==> config.mk <==
export PLATFORM = sky130hd
export DESIGN_NAME = dcpim_mapper
export DESIGN_NICKNAME = d
export VERILOG_FILES = /design/src/rtl/dcpim_pkg.sv /design/src/rtl/dcpim_chan_if.sv /design/src/rtl/dcpim_mapper.sv /design/src/rtl/dcpim_chan.sv
export VERILOG_INCLUDE_DIRS = /design/src /design/src/rtl
export SDC_FILE = /design/constraint.sdc
export NUM_CORES = 1
export LEC_CHECK = 0
export BUFFER_PORTS_ARGS = -buffer_cell sky130_fd_sc_hd__buf_2
export CAP_MARGIN = 20
export CELL_PAD_IN_SITES_DETAIL_PLACEMENT = 0
export CELL_PAD_IN_SITES_GLOBAL_PLACEMENT = 1
export CORE_MARGIN = 10
export CORE_UTILIZATION = 33
export DETAILED_ROUTE_END_ITERATION = 8
export PLACE_DENSITY = 0.82
export SETUP_SLACK_MARGIN = 0.1
export SLEW_MARGIN = 40
export SYNTH_ARGS = -nofsm -noshare
export SYNTH_HDL_FRONTEND = slang
export SYNTH_SLANG_ARGS = --single-unit
==> constraint.sdc <==
create_clock -name core_clk -period 1.45 [get_ports core_clk]
set_input_delay 0.0725 -clock core_clk [delete_from_list [all_inputs] [get_ports core_clk]]
set_output_delay 0.0725 -clock core_clk [all_outputs]
set_load 0.01 [all_outputs]
==> src/rtl/dcpim_defines.svh <==
`ifndef DCPIM_DEFINES_SVH
`define DCPIM_DEFINES_SVH
// image sizes in bytes
`define DCPIM_COMPACT_BYTES 8
`define DCPIM_COMPLETE_BYTES 10
`define DCPIM_IMG_BYTES 10
// feature bit reset value: compact image on delivery
`define DCPIM_SIZE_SEL_RST 1'b1
// control byte fields
`define DCPIM_CB_REGCOMM_BIT 7
`define DCPIM_CB_WRITE_BIT 6
`define DCPIM_CB_REGNO_MSB 5
`define DCPIM_CB_VALSEL_BIT 1
// byte positions, compact
`define DCPIM_CP_OUT_CB1 0
`define DCPIM_CP_OUT_CB2 2
`define DCPIM_CP_OUT_PRE 4
`define DCPIM_CP_IN_W1 0
`define DCPIM_CP_IN_W2 4
// byte positions, complete
`define DCPIM_FL_OUT_CB1 0
`define DCPIM_FL_OUT_PRE1 1
`define DCPIM_FL_OUT_CB2 5
`define DCPIM_FL_OUT_PRE2 6
`define DCPIM_FL_IN_SB1 0
`define DCPIM_FL_IN_W1 1
`define DCPIM_FL_IN_SB2 5
`define DCPIM_FL_IN_W2 6
// byte positions, mixed (compact on complete coupler)
`define DCPIM_MX_OUT_RC1 0
`define DCPIM_MX_OUT_PD1 1
`define DCPIM_MX_OUT_PD2 3
`define DCPIM_MX_OUT_RC2 5
`define DCPIM_MX_OUT_PRE 6
`define DCPIM_MX_IN_SB1 0
`define DCPIM_MX_IN_W1 1
`define DCPIM_MX_IN_SB2 5
`define DCPIM_MX_IN_W2 6
`endif

==> src/rtl/dcpim_pkg.sv <==
package dcpim_pkg;
  typedef enum logic [2:0] {
    DCPIM_LAY_COMPACT = 3'b001,
    DCPIM_LAY_COMPLETE = 3'b010,
    DCPIM_LAY_MIXED = 3'b100
  } dcpim_layout_t;
  typedef struct packed {
    logic regcomm;
    logic write;
    logic [5:0] regno;
  } dcpim_rc_t;
endpackage : dcpim_pkg

==> src/rtl/dcpim_chan_if.sv <==
`timescale 1ns/10ps
interface dcpim_chan_if;
  logic [7:0] pd_ctrl;
  logic [7:0] rc_ctrl;
  logic [7:0] status;
  logic [31:0] counter;
  logic [31:0] latched;
  logic [31:0] preset;
  logic regcomm_en;
  logic [31:0] in_word;
  logic [7:0] in_status;
  modport mapper (output pd_ctrl, rc_ctrl, status, counter, latched, preset, input regcomm_en, in_word, in_status);
  modport chan (input pd_ctrl, rc_ctrl, status, counter, latched, preset, output regcomm_en, in_word, in_status);
endinterface : dcpim_chan_if

==> src/rtl/dcpim_mapper.sv <==
`timescale 1ns/10ps
`include "dcpim_defines.svh"
// Summary of operation
// - the image_size_select_bit picks the layout, one for compact and zero for complete.
// - after reset the bit is set, so the compact layout is active on a compact-mapping coupler.
// - compact layout exchanges eight input and eight output bytes and needs a compact-mapping coupler.
// - compact output is control one, reserved, control two, reserved, shared preset; input is word one, word two.
// - in compact layout the shared preset word feeds both counters.
// - compact layout offers no register communication.
// - bit 1 of each channel's control byte picks live counter or latched value for its input word.
// - complete layout exchanges ten bytes each way with a complete-mapping coupler and the bit cleared.
// - complete layout is status, word, status, word in and control, preset, control, preset out.
// - in complete layout each control/status pair serves register or process operation, one at a time.
// - with the bit set on a complete coupler, the mixed layout with separate register bytes applies.
// - in mixed layout only bit 7 of the register control byte enables register communication.
// - in mixed layout register bytes and process bytes never swap meaning.
// - register control byte is enable bit 7, write bit 6, register number bits 5 to 0.
// - counter data is not valid while register communication is active.
module dcpim_mapper #(
  parameter int IMG_BYTES = `DCPIM_IMG_BYTES
) (
  input wire logic core_clk, // 125 MHz clock
  input wire logic reset_n, // sync reset, active low
  input wire logic size_sel_wr, // write strobe for image_size_select_bit
  input wire logic size_sel_wdata, // value written
  input wire logic coupler_complete, // coupler set to complete mapping
  input wire logic [IMG_BYTES*8-1:0] out_image, // bytes from coupler, byte 0 low
  input wire logic [31:0] ch1_counter_word, // live counter 1
  input wire logic [31:0] ch2_counter_word, // live counter 2
  input wire logic [31:0] ch1_latch_word, // latched value 1
  input wire logic [31:0] ch2_latch_word, // latched value 2
  input wire logic [7:0] ch1_status_byte, // process status 1
  input wire logic [7:0] ch2_status_byte, // process status 2
  input wire logic [7:0] ch1_regcomm_status_byte, // register status 1
  input wire logic [7:0] ch2_regcomm_status_byte, // register status 2
  output logic [IMG_BYTES*8-1:0] in_image, // bytes to coupler
  output logic [3:0] image_bytes, // active image length
  output logic image_size_select_bit, // current feature bit
  output logic [7:0] ch1_process_control_byte, // process control 1
  output logic [7:0] ch2_process_control_byte, // process control 2
  output logic [31:0] ch1_preset_word, // preset for counter 1
  output logic [31:0] ch2_preset_word, // preset for counter 2
  output logic ch1_register_comm_enable, // register access on ch1
  output logic ch2_register_comm_enable, // register access on ch2
  output dcpim_pkg::dcpim_rc_t ch1_regcomm_req, // register request ch1
  output dcpim_pkg::dcpim_rc_t ch2_regcomm_req // register request ch2
);
  typedef struct packed {
    logic size_sel;
    dcpim_pkg::dcpim_layout_t layout;
    logic [IMG_BYTES*8-1:0] in_image;
    logic [7:0] pd1;
    logic [7:0] pd2;
    logic [7:0] rc1;
    logic [7:0] rc2;
    logic [31:0] pre1;
    logic [31:0] pre2;
  } dcpim_st_t;

  dcpim_st_t st_r;
  dcpim_st_t st_nxt;
  dcpim_chan_if c1 ();
  dcpim_chan_if c2 ();

  function automatic logic [7:0] get_byte(input logic [IMG_BYTES*8-1:0] img, input int idx);
    get_byte = img[idx*8 +: 8];
  endfunction : get_byte

  function automatic logic [31:0] get_word(input logic [IMG_BYTES*8-1:0] img, input int idx);
    get_word = img[idx*8 +: 32];
  endfunction : get_word

  function automatic dcpim_pkg::dcpim_layout_t pick_layout(input logic sel, input logic full);
    if (!sel) begin
      pick_layout = dcpim_pkg::DCPIM_LAY_COMPLETE;
    end else if (full) begin
      pick_layout = dcpim_pkg::DCPIM_LAY_MIXED;
    end else begin
      pick_layout = dcpim_pkg::DCPIM_LAY_COMPACT;
    end
  endfunction : pick_layout

  always_comb begin
    st_nxt = st_r;
    if (size_sel_wr) begin
      st_nxt.size_sel = size_sel_wdata;
    end
    st_nxt.layout = pick_layout(st_r.size_sel, coupler_complete);
    st_nxt.in_image = '0;
    // reserved output bytes are never sampled
    unique case (st_r.layout)
      dcpim_pkg::DCPIM_LAY_COMPACT: begin
        st_nxt.pd1 = get_byte(out_image, `DCPIM_CP_OUT_CB1);
        st_nxt.pd2 = get_byte(out_image, `DCPIM_CP_OUT_CB2);
        st_nxt.rc1 = '0;
        st_nxt.rc2 = '0;
        st_nxt.pre1 = get_word(out_image, `DCPIM_CP_OUT_PRE);
        st_nxt.pre2 = get_word(out_image, `DCPIM_CP_OUT_PRE);
        st_nxt.in_image[`DCPIM_CP_IN_W1*8 +: 32] = c1.in_word;
        st_nxt.in_image[`DCPIM_CP_IN_W2*8 +: 32] = c2.in_word;
      end
      dcpim_pkg::DCPIM_LAY_COMPLETE: begin
        // one control byte per channel, its meaning follows its bit 7
        st_nxt.pd1 = get_byte(out_image, `DCPIM_FL_OUT_CB1);
        st_nxt.pd2 = get_byte(out_image, `DCPIM_FL_OUT_CB2);
        st_nxt.rc1 = get_byte(out_image, `DCPIM_FL_OUT_CB1);
        st_nxt.rc2 = get_byte(out_image, `DCPIM_FL_OUT_CB2);
        st_nxt.pre1 = get_word(out_image, `DCPIM_FL_OUT_PRE1);
        st_nxt.pre2 = get_word(out_image, `DCPIM_FL_OUT_PRE2);
        st_nxt.in_image[`DCPIM_FL_IN_SB1*8 +: 8] = c1.in_status;
        st_nxt.in_image[`DCPIM_FL_IN_W1*8 +: 32] = c1.in_word;
        st_nxt.in_image[`DCPIM_FL_IN_SB2*8 +: 8] = c2.in_status;
        st_nxt.in_image[`DCPIM_FL_IN_W2*8 +: 32] = c2.in_word;
      end
      dcpim_pkg::DCPIM_LAY_MIXED: begin
        st_nxt.rc1 = get_byte(out_image, `DCPIM_MX_OUT_RC1);
        st_nxt.pd1 = get_byte(out_image, `DCPIM_MX_OUT_PD1);
        st_nxt.pd2 = get_byte(out_image, `DCPIM_MX_OUT_PD2);
        st_nxt.rc2 = get_byte(out_image, `DCPIM_MX_OUT_RC2);
        st_nxt.pre1 = get_word(out_image, `DCPIM_MX_OUT_PRE);
        st_nxt.pre2 = get_word(out_image, `DCPIM_MX_OUT_PRE);
        st_nxt.in_image[`DCPIM_MX_IN_SB1*8 +: 8] = c1.in_status;
        st_nxt.in_image[`DCPIM_MX_IN_W1*8 +: 32] = c1.in_word;
        st_nxt.in_image[`DCPIM_MX_IN_SB2*8 +: 8] = c2.in_status;
        st_nxt.in_image[`DCPIM_MX_IN_W2*8 +: 32] = c2.in_word;
      end
      default: st_nxt.layout = dcpim_pkg::DCPIM_LAY_COMPACT;
    endcase
    if (!reset_n) begin
      st_nxt = '0;
      st_nxt.size_sel = `DCPIM_SIZE_SEL_RST;
      st_nxt.layout = dcpim_pkg::DCPIM_LAY_COMPACT;
    end
  end

  always_ff @(posedge core_clk) begin
    st_r <= st_nxt;
  end

  assign c1.pd_ctrl = st_r.pd1;
  assign c1.rc_ctrl = st_r.rc1;
  assign c1.counter = ch1_counter_word;
  assign c1.latched = ch1_latch_word;
  // in register mode the status slot carries the register acknowledge
  assign c1.status = (st_r.layout == dcpim_pkg::DCPIM_LAY_MIXED || c1.regcomm_en) ?
                     ch1_regcomm_status_byte : ch1_status_byte;
  assign c1.preset = st_r.pre1;
  assign c2.pd_ctrl = st_r.pd2;
  assign c2.rc_ctrl = st_r.rc2;
  assign c2.counter = ch2_counter_word;
  assign c2.latched = ch2_latch_word;
  assign c2.status = (st_r.layout == dcpim_pkg::DCPIM_LAY_MIXED || c2.regcomm_en) ?
                     ch2_regcomm_status_byte : ch2_status_byte;
  assign c2.preset = st_r.pre2;

  dcpim_chan u_ch1 (
    .core_clk(core_clk),
    .reset_n(reset_n),
    .layout(st_r.layout),
    .ch(c1.chan)
  );
  dcpim_chan u_ch2 (
    .core_clk(core_clk),
    .reset_n(reset_n),
    .layout(st_r.layout),
    .ch(c2.chan)
  );

  // data words stay as captured but are not valid while register access runs
  assign in_image = st_r.in_image;
  assign image_bytes = (st_r.layout == dcpim_pkg::DCPIM_LAY_COMPACT) ?
                       4'(`DCPIM_COMPACT_BYTES) : 4'(`DCPIM_COMPLETE_BYTES);
  assign image_size_select_bit = st_r.size_sel;
  assign ch1_process_control_byte = st_r.pd1;
  assign ch2_process_control_byte = st_r.pd2;
  assign ch1_preset_word = st_r.pre1;
  assign ch2_preset_word = st_r.pre2;
  assign ch1_register_comm_enable = c1.regcomm_en;
  assign ch2_register_comm_enable = c2.regcomm_en;
  assign ch1_regcomm_req = c1.regcomm_en ? dcpim_pkg::dcpim_rc_t'(st_r.rc1) : '0;
  assign ch2_regcomm_req = c2.regcomm_en ? dcpim_pkg::dcpim_rc_t'(st_r.rc2) : '0;
endmodule : dcpim_mapper

==> src/rtl/dcpim_chan.sv <==
`timescale 1ns/10ps
`include "dcpim_defines.svh"
module dcpim_chan (
  input wire logic core_clk, // clock
  input wire logic reset_n, // sync reset
  input wire dcpim_pkg::dcpim_layout_t layout, // active layout
  dcpim_chan_if.chan ch // channel bundle
);
  typedef struct packed {
    logic regcomm_en;
    logic [31:0] in_word;
    logic [7:0] in_status;
  } dcpim_chan_st_t;
  dcpim_chan_st_t st_r;
  dcpim_chan_st_t st_nxt;
  always_comb begin
    st_nxt = st_r;
    unique case (layout)
      dcpim_pkg::DCPIM_LAY_COMPACT: st_nxt.regcomm_en = 1'b0;
      dcpim_pkg::DCPIM_LAY_COMPLETE: st_nxt.regcomm_en = ch.pd_ctrl[`DCPIM_CB_REGCOMM_BIT];
      dcpim_pkg::DCPIM_LAY_MIXED: st_nxt.regcomm_en = ch.rc_ctrl[`DCPIM_CB_REGCOMM_BIT];
      default: st_nxt.regcomm_en = 1'b0;
    endcase
    // value select only meaningful in process-data operation
    st_nxt.in_word = ch.pd_ctrl[`DCPIM_CB_VALSEL_BIT] ? ch.latched : ch.counter;
    st_nxt.in_status = ch.status;
    if (!reset_n) begin
      st_nxt = '0;
    end
  end
  always_ff @(posedge core_clk) begin
    st_r <= st_nxt;
  end
  assign ch.regcomm_en = st_r.regcomm_en;
  assign ch.in_word = st_r.in_word;
  assign ch.in_status = st_r.in_status;
endmodule : dcpim_chan

### Word level (Yosys, flattened, before mapping)

Cells that the tools add are included.
Widths: inputs -> output; s select.

* equal/unequal tests: 3
* reduce and logical (&&, ||, !) cells: 8
* muxes and demuxes: 12

Operators with widths (number)
* $pmux 160 s3: 1
* $mux 32: 2
* $mux 8: 4
* $mux 2: 2
* $pmux 1 s2: 2
* $reduce_and 2->1: 2
* $eq 3x1->1 const B: 1
* $eq 3x2->1 const B: 1
* $eq 3x3->1 const B: 1
* $mux 3: 1
* $reduce_and 3->1: 1
* $reduce_bool 3->1: 1
* $reduce_or 3->1: 1
* $logic_or 1x1->1: 2
* $reduce_or 2->1: 1

* register bits after elaboration: 262
* input port bits: 245
* output and inout bits: 183

### Logic depth before layout (Yosys ltp)

Gate-level depths: netlist of run 1.

* word-level depth: 3
* gate-level depth with buffers: 7
* gate-level depth less buffers: 4

### By module

A second synthesis of run 1 with hierarchy kept.

* cell total of the unflattened synthesis: 1344
* area total of the unflattened synthesis: 12435.7 um^2

By module, submodules not included
* dcpim_mapper: instances 1, cells each 1094, seq. area each 3603.5 um^2, area each 9427.8 um^2
* dcpim_chan: instances 2, cells each 125, seq. area each 820.8 um^2, area each 1503.9 um^2

### Worst setup path before layout of run 1

OpenSTA, ideal clock, no wires.

* kind: flip-flop to flip-flop
* start point: reg st_r[177] in the netlist's numbering
* end point: reg st_r, in the netlist ch2_preset_word[10]
* arrival: 1.450 ns
* library setup time: 0.120 ns
* required time: 1.330 ns
* stages on the path, launching flop included: 7
* setup slack: -0.120 ns
* path through: dfxtp_1 > buf_4 > and2_1 > buf_2 > clkbuf_1 > a32o_1 > o31a_1

* cells in the longest elaborated chain, start to end: 2
* elaborated cells between the ends (all ways): 5
* classes of those cells: 3 x eq/ne; 1 x mux; 1 x reduce/logical

RTL lines
* start, declared: RTL line dcpim_mapper.sv:60 `dcpim_st_t st_r;`
* start signal, assigned: RTL line dcpim_mapper.sv:137 `st_r <= st_nxt;`
* $eq 3x3->1, or another cell as far along: RTL line dcpim_mapper.sv:91 `unique case (st_r.layout)`
* $pmux 160 s3 or $reduce_bool 3->1 (tied branches)

Parallel ways exist; a longest one is shown, timed or not.
A chain may end at the register's enable or synchronous reset.

### Worst setup path after layout of run 1

* start point: reg st_r[177] in the netlist's numbering
* end point: reg st_r, in the netlist ch1_preset_word[4]

Same word-level chain as after synthesis.

==> flow_summary.ini, run 1 <==
[layout]
stdcell_count = 2385
post-route-util = 0.5666
nNetsFinal = 2145
layout-drive-gt1-share = 0.4365
areaGrowthSynthToFinish_pct = 68.80
fin_area_mm2 = 0.02025

[critical_path]
regToRegSetupSlack_ns = -0.26
path_max_fanout = 8
cp-start-kind = flop
endpoint_kind = flop
path_class = reg -> reg
worstPathRequired_ns = 1.97
critPathArrivalTime_ns = 2.22

[global_routing]
grt_antenna_before_repair = 1
gr-usage-met2 = 0.4029
grt_usage = 0.2356
grt_max_degree = 123
grt_pass1_vias = 13256
grt_first_pass_wirelength_um = 81840
busiest_layer = met2
grt_overflow = 0
use_met3 = 0.05712
use_met1 = 0.2700

[routing]
drtAntennaViolNets = 0
dr.first_iter.drc_count = 1290
first_pass_iters = 6
wl_per_cell_um = 25.76
viasPerCell = 5.638
drc = 0
routed_wl_um = 61430
dr_total_vias = 13446

[yosys]
ys_types = 48
yosysTopAreaCellShare = 0.4372
syn_avg_cell_area_um2 = 9.308
async_flop_share = 0
syn-cell-area_mm2 = 0.01200
synth_commonest_cells = 262 x dfxtp_1, 168 x buf_4, 86 x a32oi_1
synth_edf_count = 0
synth_seq_cells = 262
yosysWarningCount = 0
synthCells = 1289
synth.most_common_cell = dfxtp_1
synth-seq-area-share = 0.4372
synth_ff_type = dfxtp_1
synth.top_cells.by_area = dfxtp_1 44%, buf_4 11%, a32oi_1 6.3%
yosysTopAreaCell = dfxtp_1

[clock_network]
clockBufferDepth = 3
h-tree-depth = 1
clk_pin_slew_ns = 0.06
numClockSinks = 262
cts_made_buffers = 30
worst_skew_pair.late_latency_ns = 0.58
root_buffer = clkbuf_16
cts_tree = done

[die]
rows = 69
die_area_mm2 = 0.04438
fp.dieW_um = 210.7
core_mm2 = 0.03574
die_h_um = 210.7
io_pins = 428
initial_core_util = 0.3357

[timing]
tightest_slew_ns = 0.6532
timing.fmax_mhz = 585.4
timing.final.ws_setup_ns = -0.2582
timing_hold_violations_final = 0
rsz0062_at_grt = true
relSlewSlack = 0.5645
finalSetupViolations = 196
period_needed_ns = 1.708
fin_crit_sh = 1.178
clock-skew-final_ns = 0.01398
slew_viol_final = 0
setup_tns_ns = -28.00
timing.hold.ws_ns = 0.2760

[power_and_ir_drop]
pwr-share-seq = 0.370
p_switching_mw = 6.823
power_density_mw_per_mm2 = 1099
internal-power_mw = 15.44
peakVddDrop_mv = 0.8461
p_sw_frac = 0.3065
fin_total_pwr_mw = 22.26
p_leak_nw = 8.709
p_comb_frac = 0.279
clock_power_share = 0.351

[min_path]
hold_path_class = in -> reg

[flow_run]
cap_violations = 0

[placement]
place_ws_ns = -0.2414
dp_cells = 1983
hpwlAfterDp_um = 36740
gp_congestion = 0.8964
dpl-instance-area_mm2 = 0.01408
portBuffers = 424

[outcome]
status = complete, but fails checks
violations = setup timing
cell type report:
type	count	area, um2
timing repair buffer	863	7363
multi-input combinational	721	5923
fill	2926	15490
inverter	22	92.59
antenna	2	5.005
sequential	262	5273
clock buffer	41	872.1
tap	461	576.8
clock inverter	13	146.4
what timing repair did:
item | CTS | global route
hold buffers | 244 | 1
pin swaps | 25 | 80
setup buffers | 36 | 36
setup endpoints to repair | 218 | 220
cloned | 8 | 24
gates resized for setup | 105 | 191
endpoints found under the hold margin | 178 | 1
worst max-delay path: stages, from the launching register on:
cell	delay, ns
dfxtp_4	0.37
buf_12	0.13
buf_12	0.13
or3b_4	0.45
o21ai_4	0.15
clkbuf_16	0.24
o221a_4	0.18
cells by family after synthesis:
kind of cell / count (synthesis) / share of synthesized area
compound gates: 367 / 0.2309
buf+inv: 308 / 0.1526
simple gates: 282 / 0.1211
flops: 262 / 0.4372
mux: 65 / 0.05423
xor+xnor: 3 / 0.003441
other cells: 2 / 0.0006260
layout by cell type (no fill, tap or decap), drive strengths merged, types with 16 or more instances in the layout:
| master | Yosys | final |
|---|---|---|
| nor3 | 57 | 57 |
| a32oi | 86 | 86 |
| clkbuf | 66 | 58 |
| nor2 | 68 | 68 |
| buf | 220 | 601 |
| dlygate4sd3 | 0 | 244 |
| dfxtp | 262 | 262 |
| and2 | 53 | 54 |
| a22o | 16 | 16 |
| nand3b | 22 | 22 |
| a31oi | 29 | 29 |
| inv | 22 | 22 |
| nand3 | 26 | 26 |
| o21ai | 41 | 41 |
| nand2 | 37 | 37 |
| a21oi | 52 | 52 |
| o22ai | 16 | 16 |
| mux2i | 65 | 65 |
path summary, 6_finish.rpt:
path	startpoint	cells after the start	end
min reg2reg	u_ch2.ch.in_word[25]	1	in_image[73]
max	st_r[177]	6	ch1_preset_word[4]
min	ch2_counter_word[24]	4	u_ch2.ch.in_word[24]
max reg2reg	st_r[177]	6	ch1_preset_word[4]
metal layers:
layer  vias up  part of all wire
met4         0             0.061
met3       257             0.090
met1      6395              0.37
met2       981              0.48
met5         -                 0
li1       5813                 -
power by group through the flow:
stage	clock (mW)	combinational, mW	sequential [mW]
finish	7.81	6.22	8.23
CTS	7.86	4.99	8.17
global route	8.15	6.50	8.28
detailed placement	0	4.01	8.32
global placement	0	3.96	8.32
floorplan	0	2.69	8.16
registers in the layout, summed over array words and instances, names as in the netlist:
register	flops
st_r	3
u_ch1.ch.regcomm_en	1
ch2_process_control_byte	8
image_size_select_bit	1
ch1_preset_word	32
u_ch2.ch.regcomm_en	1
u_ch2.ch.in_status	8
u_ch1.ch.in_status	8
u_ch1.ch.in_word	32
c1.rc_ctrl	8
u_ch2.ch.in_word	32
ch1_process_control_byte	8
c2.rc_ctrl	8
in_image	80
ch2_preset_word	32
(Power assumes the default switching activity.)
==> inputs of run 2 (changes only) <==
Settings changed: CORE_MARGIN 10 to not set, TNS_END_PERCENT set to 1.
==> flow_summary.ini, run 2 (synthesized netlist as in run 1, its figures left out) <==
[timing]
slew_viol_final = 0
fin_crit_sh = 1.237
timing.final.ws_setup_ns = -0.3442
period_needed_ns = 1.794
timing.hold.ws_ns = 0.2956
clock-skew-final_ns = 0.01705
rsz0062_at_grt = true
finalSetupViolations = 197
timing.fmax_mhz = 557.4
timing_hold_violations_final = 0

[global_routing]
grt_max_degree = 87
grt_usage = 0.2613
busiest_layer = met2
use_met3 = 0.04801
grt_overflow = 0
grt_pass1_vias = 12444
gr-usage-met2 = 0.4333
grt_first_pass_wirelength_um = 73670
use_met1 = 0.3260
grt_antenna_before_repair = 0

[power_and_ir_drop]
p_leak_nw = 8.025
power_density_mw_per_mm2 = 1113
peakVddDrop_mv = 0.7958

[layout]
largest_reg_flops = 80
fin_area_mm2 = 0.01867
layout-drive-gt1-share = 0.3937
stdcell_count = 2323
post-route-util = 0.5237
final_common_cell = buf_2
nNetsFinal = 2086
antennaDiodeCount = 0
areaGrowthSynthToFinish_pct = 55.63
final_cell_mix = 413 x buf_2, 254 x dfxtp_1, 244 x dlygate4sd3_1

[outcome]
violations = DRC, setup timing
status = complete, but fails checks

[critical_path]
endpoint_kind = flop
regToRegSetupSlack_ns = -0.34
r2r_start = st_r[177]
worstPathRequired_ns = 1.88
r2r_end = ch1_preset_word[21]
path_max_fanout = 11
path_cells = buf_6 -> buf_6 -> buf_12 -> or3b_4 -> buf_8 -> buf_12 -> o21ai_4 -> a221oi_2
cpPeakStageDelay_ns = 0.43
critical-path-slowest-cell = or3b_4
path_class = reg -> reg
cp-start-kind = flop
crit_end = ch1_preset_word[21]
cp-startpoint = st_r[177]
critPathArrivalTime_ns = 2.22
reg2reg_depth = 8

[placement]
hpwlAfterDp_um = 33700
dp_cells = 1996
portBuffers = 424
dpl-instance-area_mm2 = 0.01409
gp_congestion = 0.9007

[routing]
drtAntennaViolNets = 0
dr_total_vias = 12674
routed_wl_um = 51630
first_pass_iters = 7
dr.first_iter.drc_count = 1110
drc = 70
viasPerCell = 5.456
wl_per_cell_um = 22.22

[clock_network]
clk_pin_slew_ns = 0.06
cts_made_buffers = 29
worst_skew_pair.late_latency_ns = 0.56
clockBufferDepth = 3
h-tree-depth = 1
cts_tree = done
root_buffer = clkbuf_16
numClockSinks = 262

[die]
rows = 69
initial_core_util = 0.3365
fp.dieW_um = 192.7
core_mm2 = 0.03566
io_pins = 428
die_h_um = 192.7
die_area_mm2 = 0.03712

[flow_run]
cap_violations = 0

[min_path]
hold_path_class = in -> reg
run 2: changes by cell type in the layout (fill, tap and decap cells not counted), moves of 10 or more:
cell / before / now
nor3_2: 12 / 37
buf_6: 57 / 43
a32oi_1: 70 / 80
and2_4: 22 / 12
o221a_2: 1 / 14
o221a_4: 14 / 1
clkbuf_16: 47 / 30
buf_12: 42 / 27
nor3_1: 42 / 17
buf_4: 80 / 64
and2_1: 32 / 42
run 2: how the worst min path moves through the flow:
stage                    startpoint                     to  slack [ns]  depth (start not counted)
3_5_place_dp         size_sel_wdata  image_size_select_bit        0.29                          3
5_1_grt                out_image[5]          c1.rc_ctrl[5]        0.30                          3
3_3_place_gp         size_sel_wdata  image_size_select_bit        0.29                          3
2_1_floorplan          out_image[0]          c1.rc_ctrl[0]        0.20                          1
4_1_cts                 size_sel_wr  image_size_select_bit        0.27                          4
6_report       ch2_counter_word[22]   u_ch2.ch.in_word[22]        0.30                          4
run 2: report_power, final:
group / internal, mW / switching (mW) / total, mW
logic: 2.54 / 2.68 / 5.22
clock network: 4.29 / 3.08 / 7.36
registers: 7.79 / 0.410 / 8.20
total: 14.6 / 6.17 / 20.8
run 2: area by class of cell:
type / count / area [um2]
Inverter: 22 / 90.09
Sequential cell: 262 / 5265
Timing Repair Buffer: 805 / 6337
Fill cell: 3030 / 16980
Clock inverter: 12 / 126.4
Multi-Input combinational cell: 721 / 5459
Clock buffer: 40 / 817.0
Tap cell: 461 / 576.8
run 2: through the flow:
step                worst slack, ns  total power [mW]  setup TNS [ns]
floorplan                  0.004181             10.78               0
global placement            -0.4436             12.23          -56.46
detailed placement          -0.3931             12.33          -48.88
CTS                         -0.2963             20.63          -35.16
global route                -0.3971             21.53          -52.83
finish                      -0.3442             20.79          -42.60
run 2: routing by layer:
metal,up-vias,wire length (um)
li1,5663,-
met1,6039,20020
met2,813,24150
met3,159,5012
met4,0,2438
met5,-,0
run 2: repair_timing:
item | in CTS | in global routing
pin swaps | 52 | 32
buffers inserted | 20 | 3
hold buffers | 244 | 0
endpoints found under the hold margin | 176 | 0
setup endpoints to repair | 217 | 218
cloned | 9 | 0
resized for setup | 135 | 59
run 2: worst max-delay path: cells and delay by family, from the launching register on:
kind / cells / cell delay [ns]
DFF: 1 / 0.36
buffers and inverters: 5 / 0.67
and+or+nand+nor: 1 / 0.43
AOI/OAI and AO/OA: 2 / 0.18
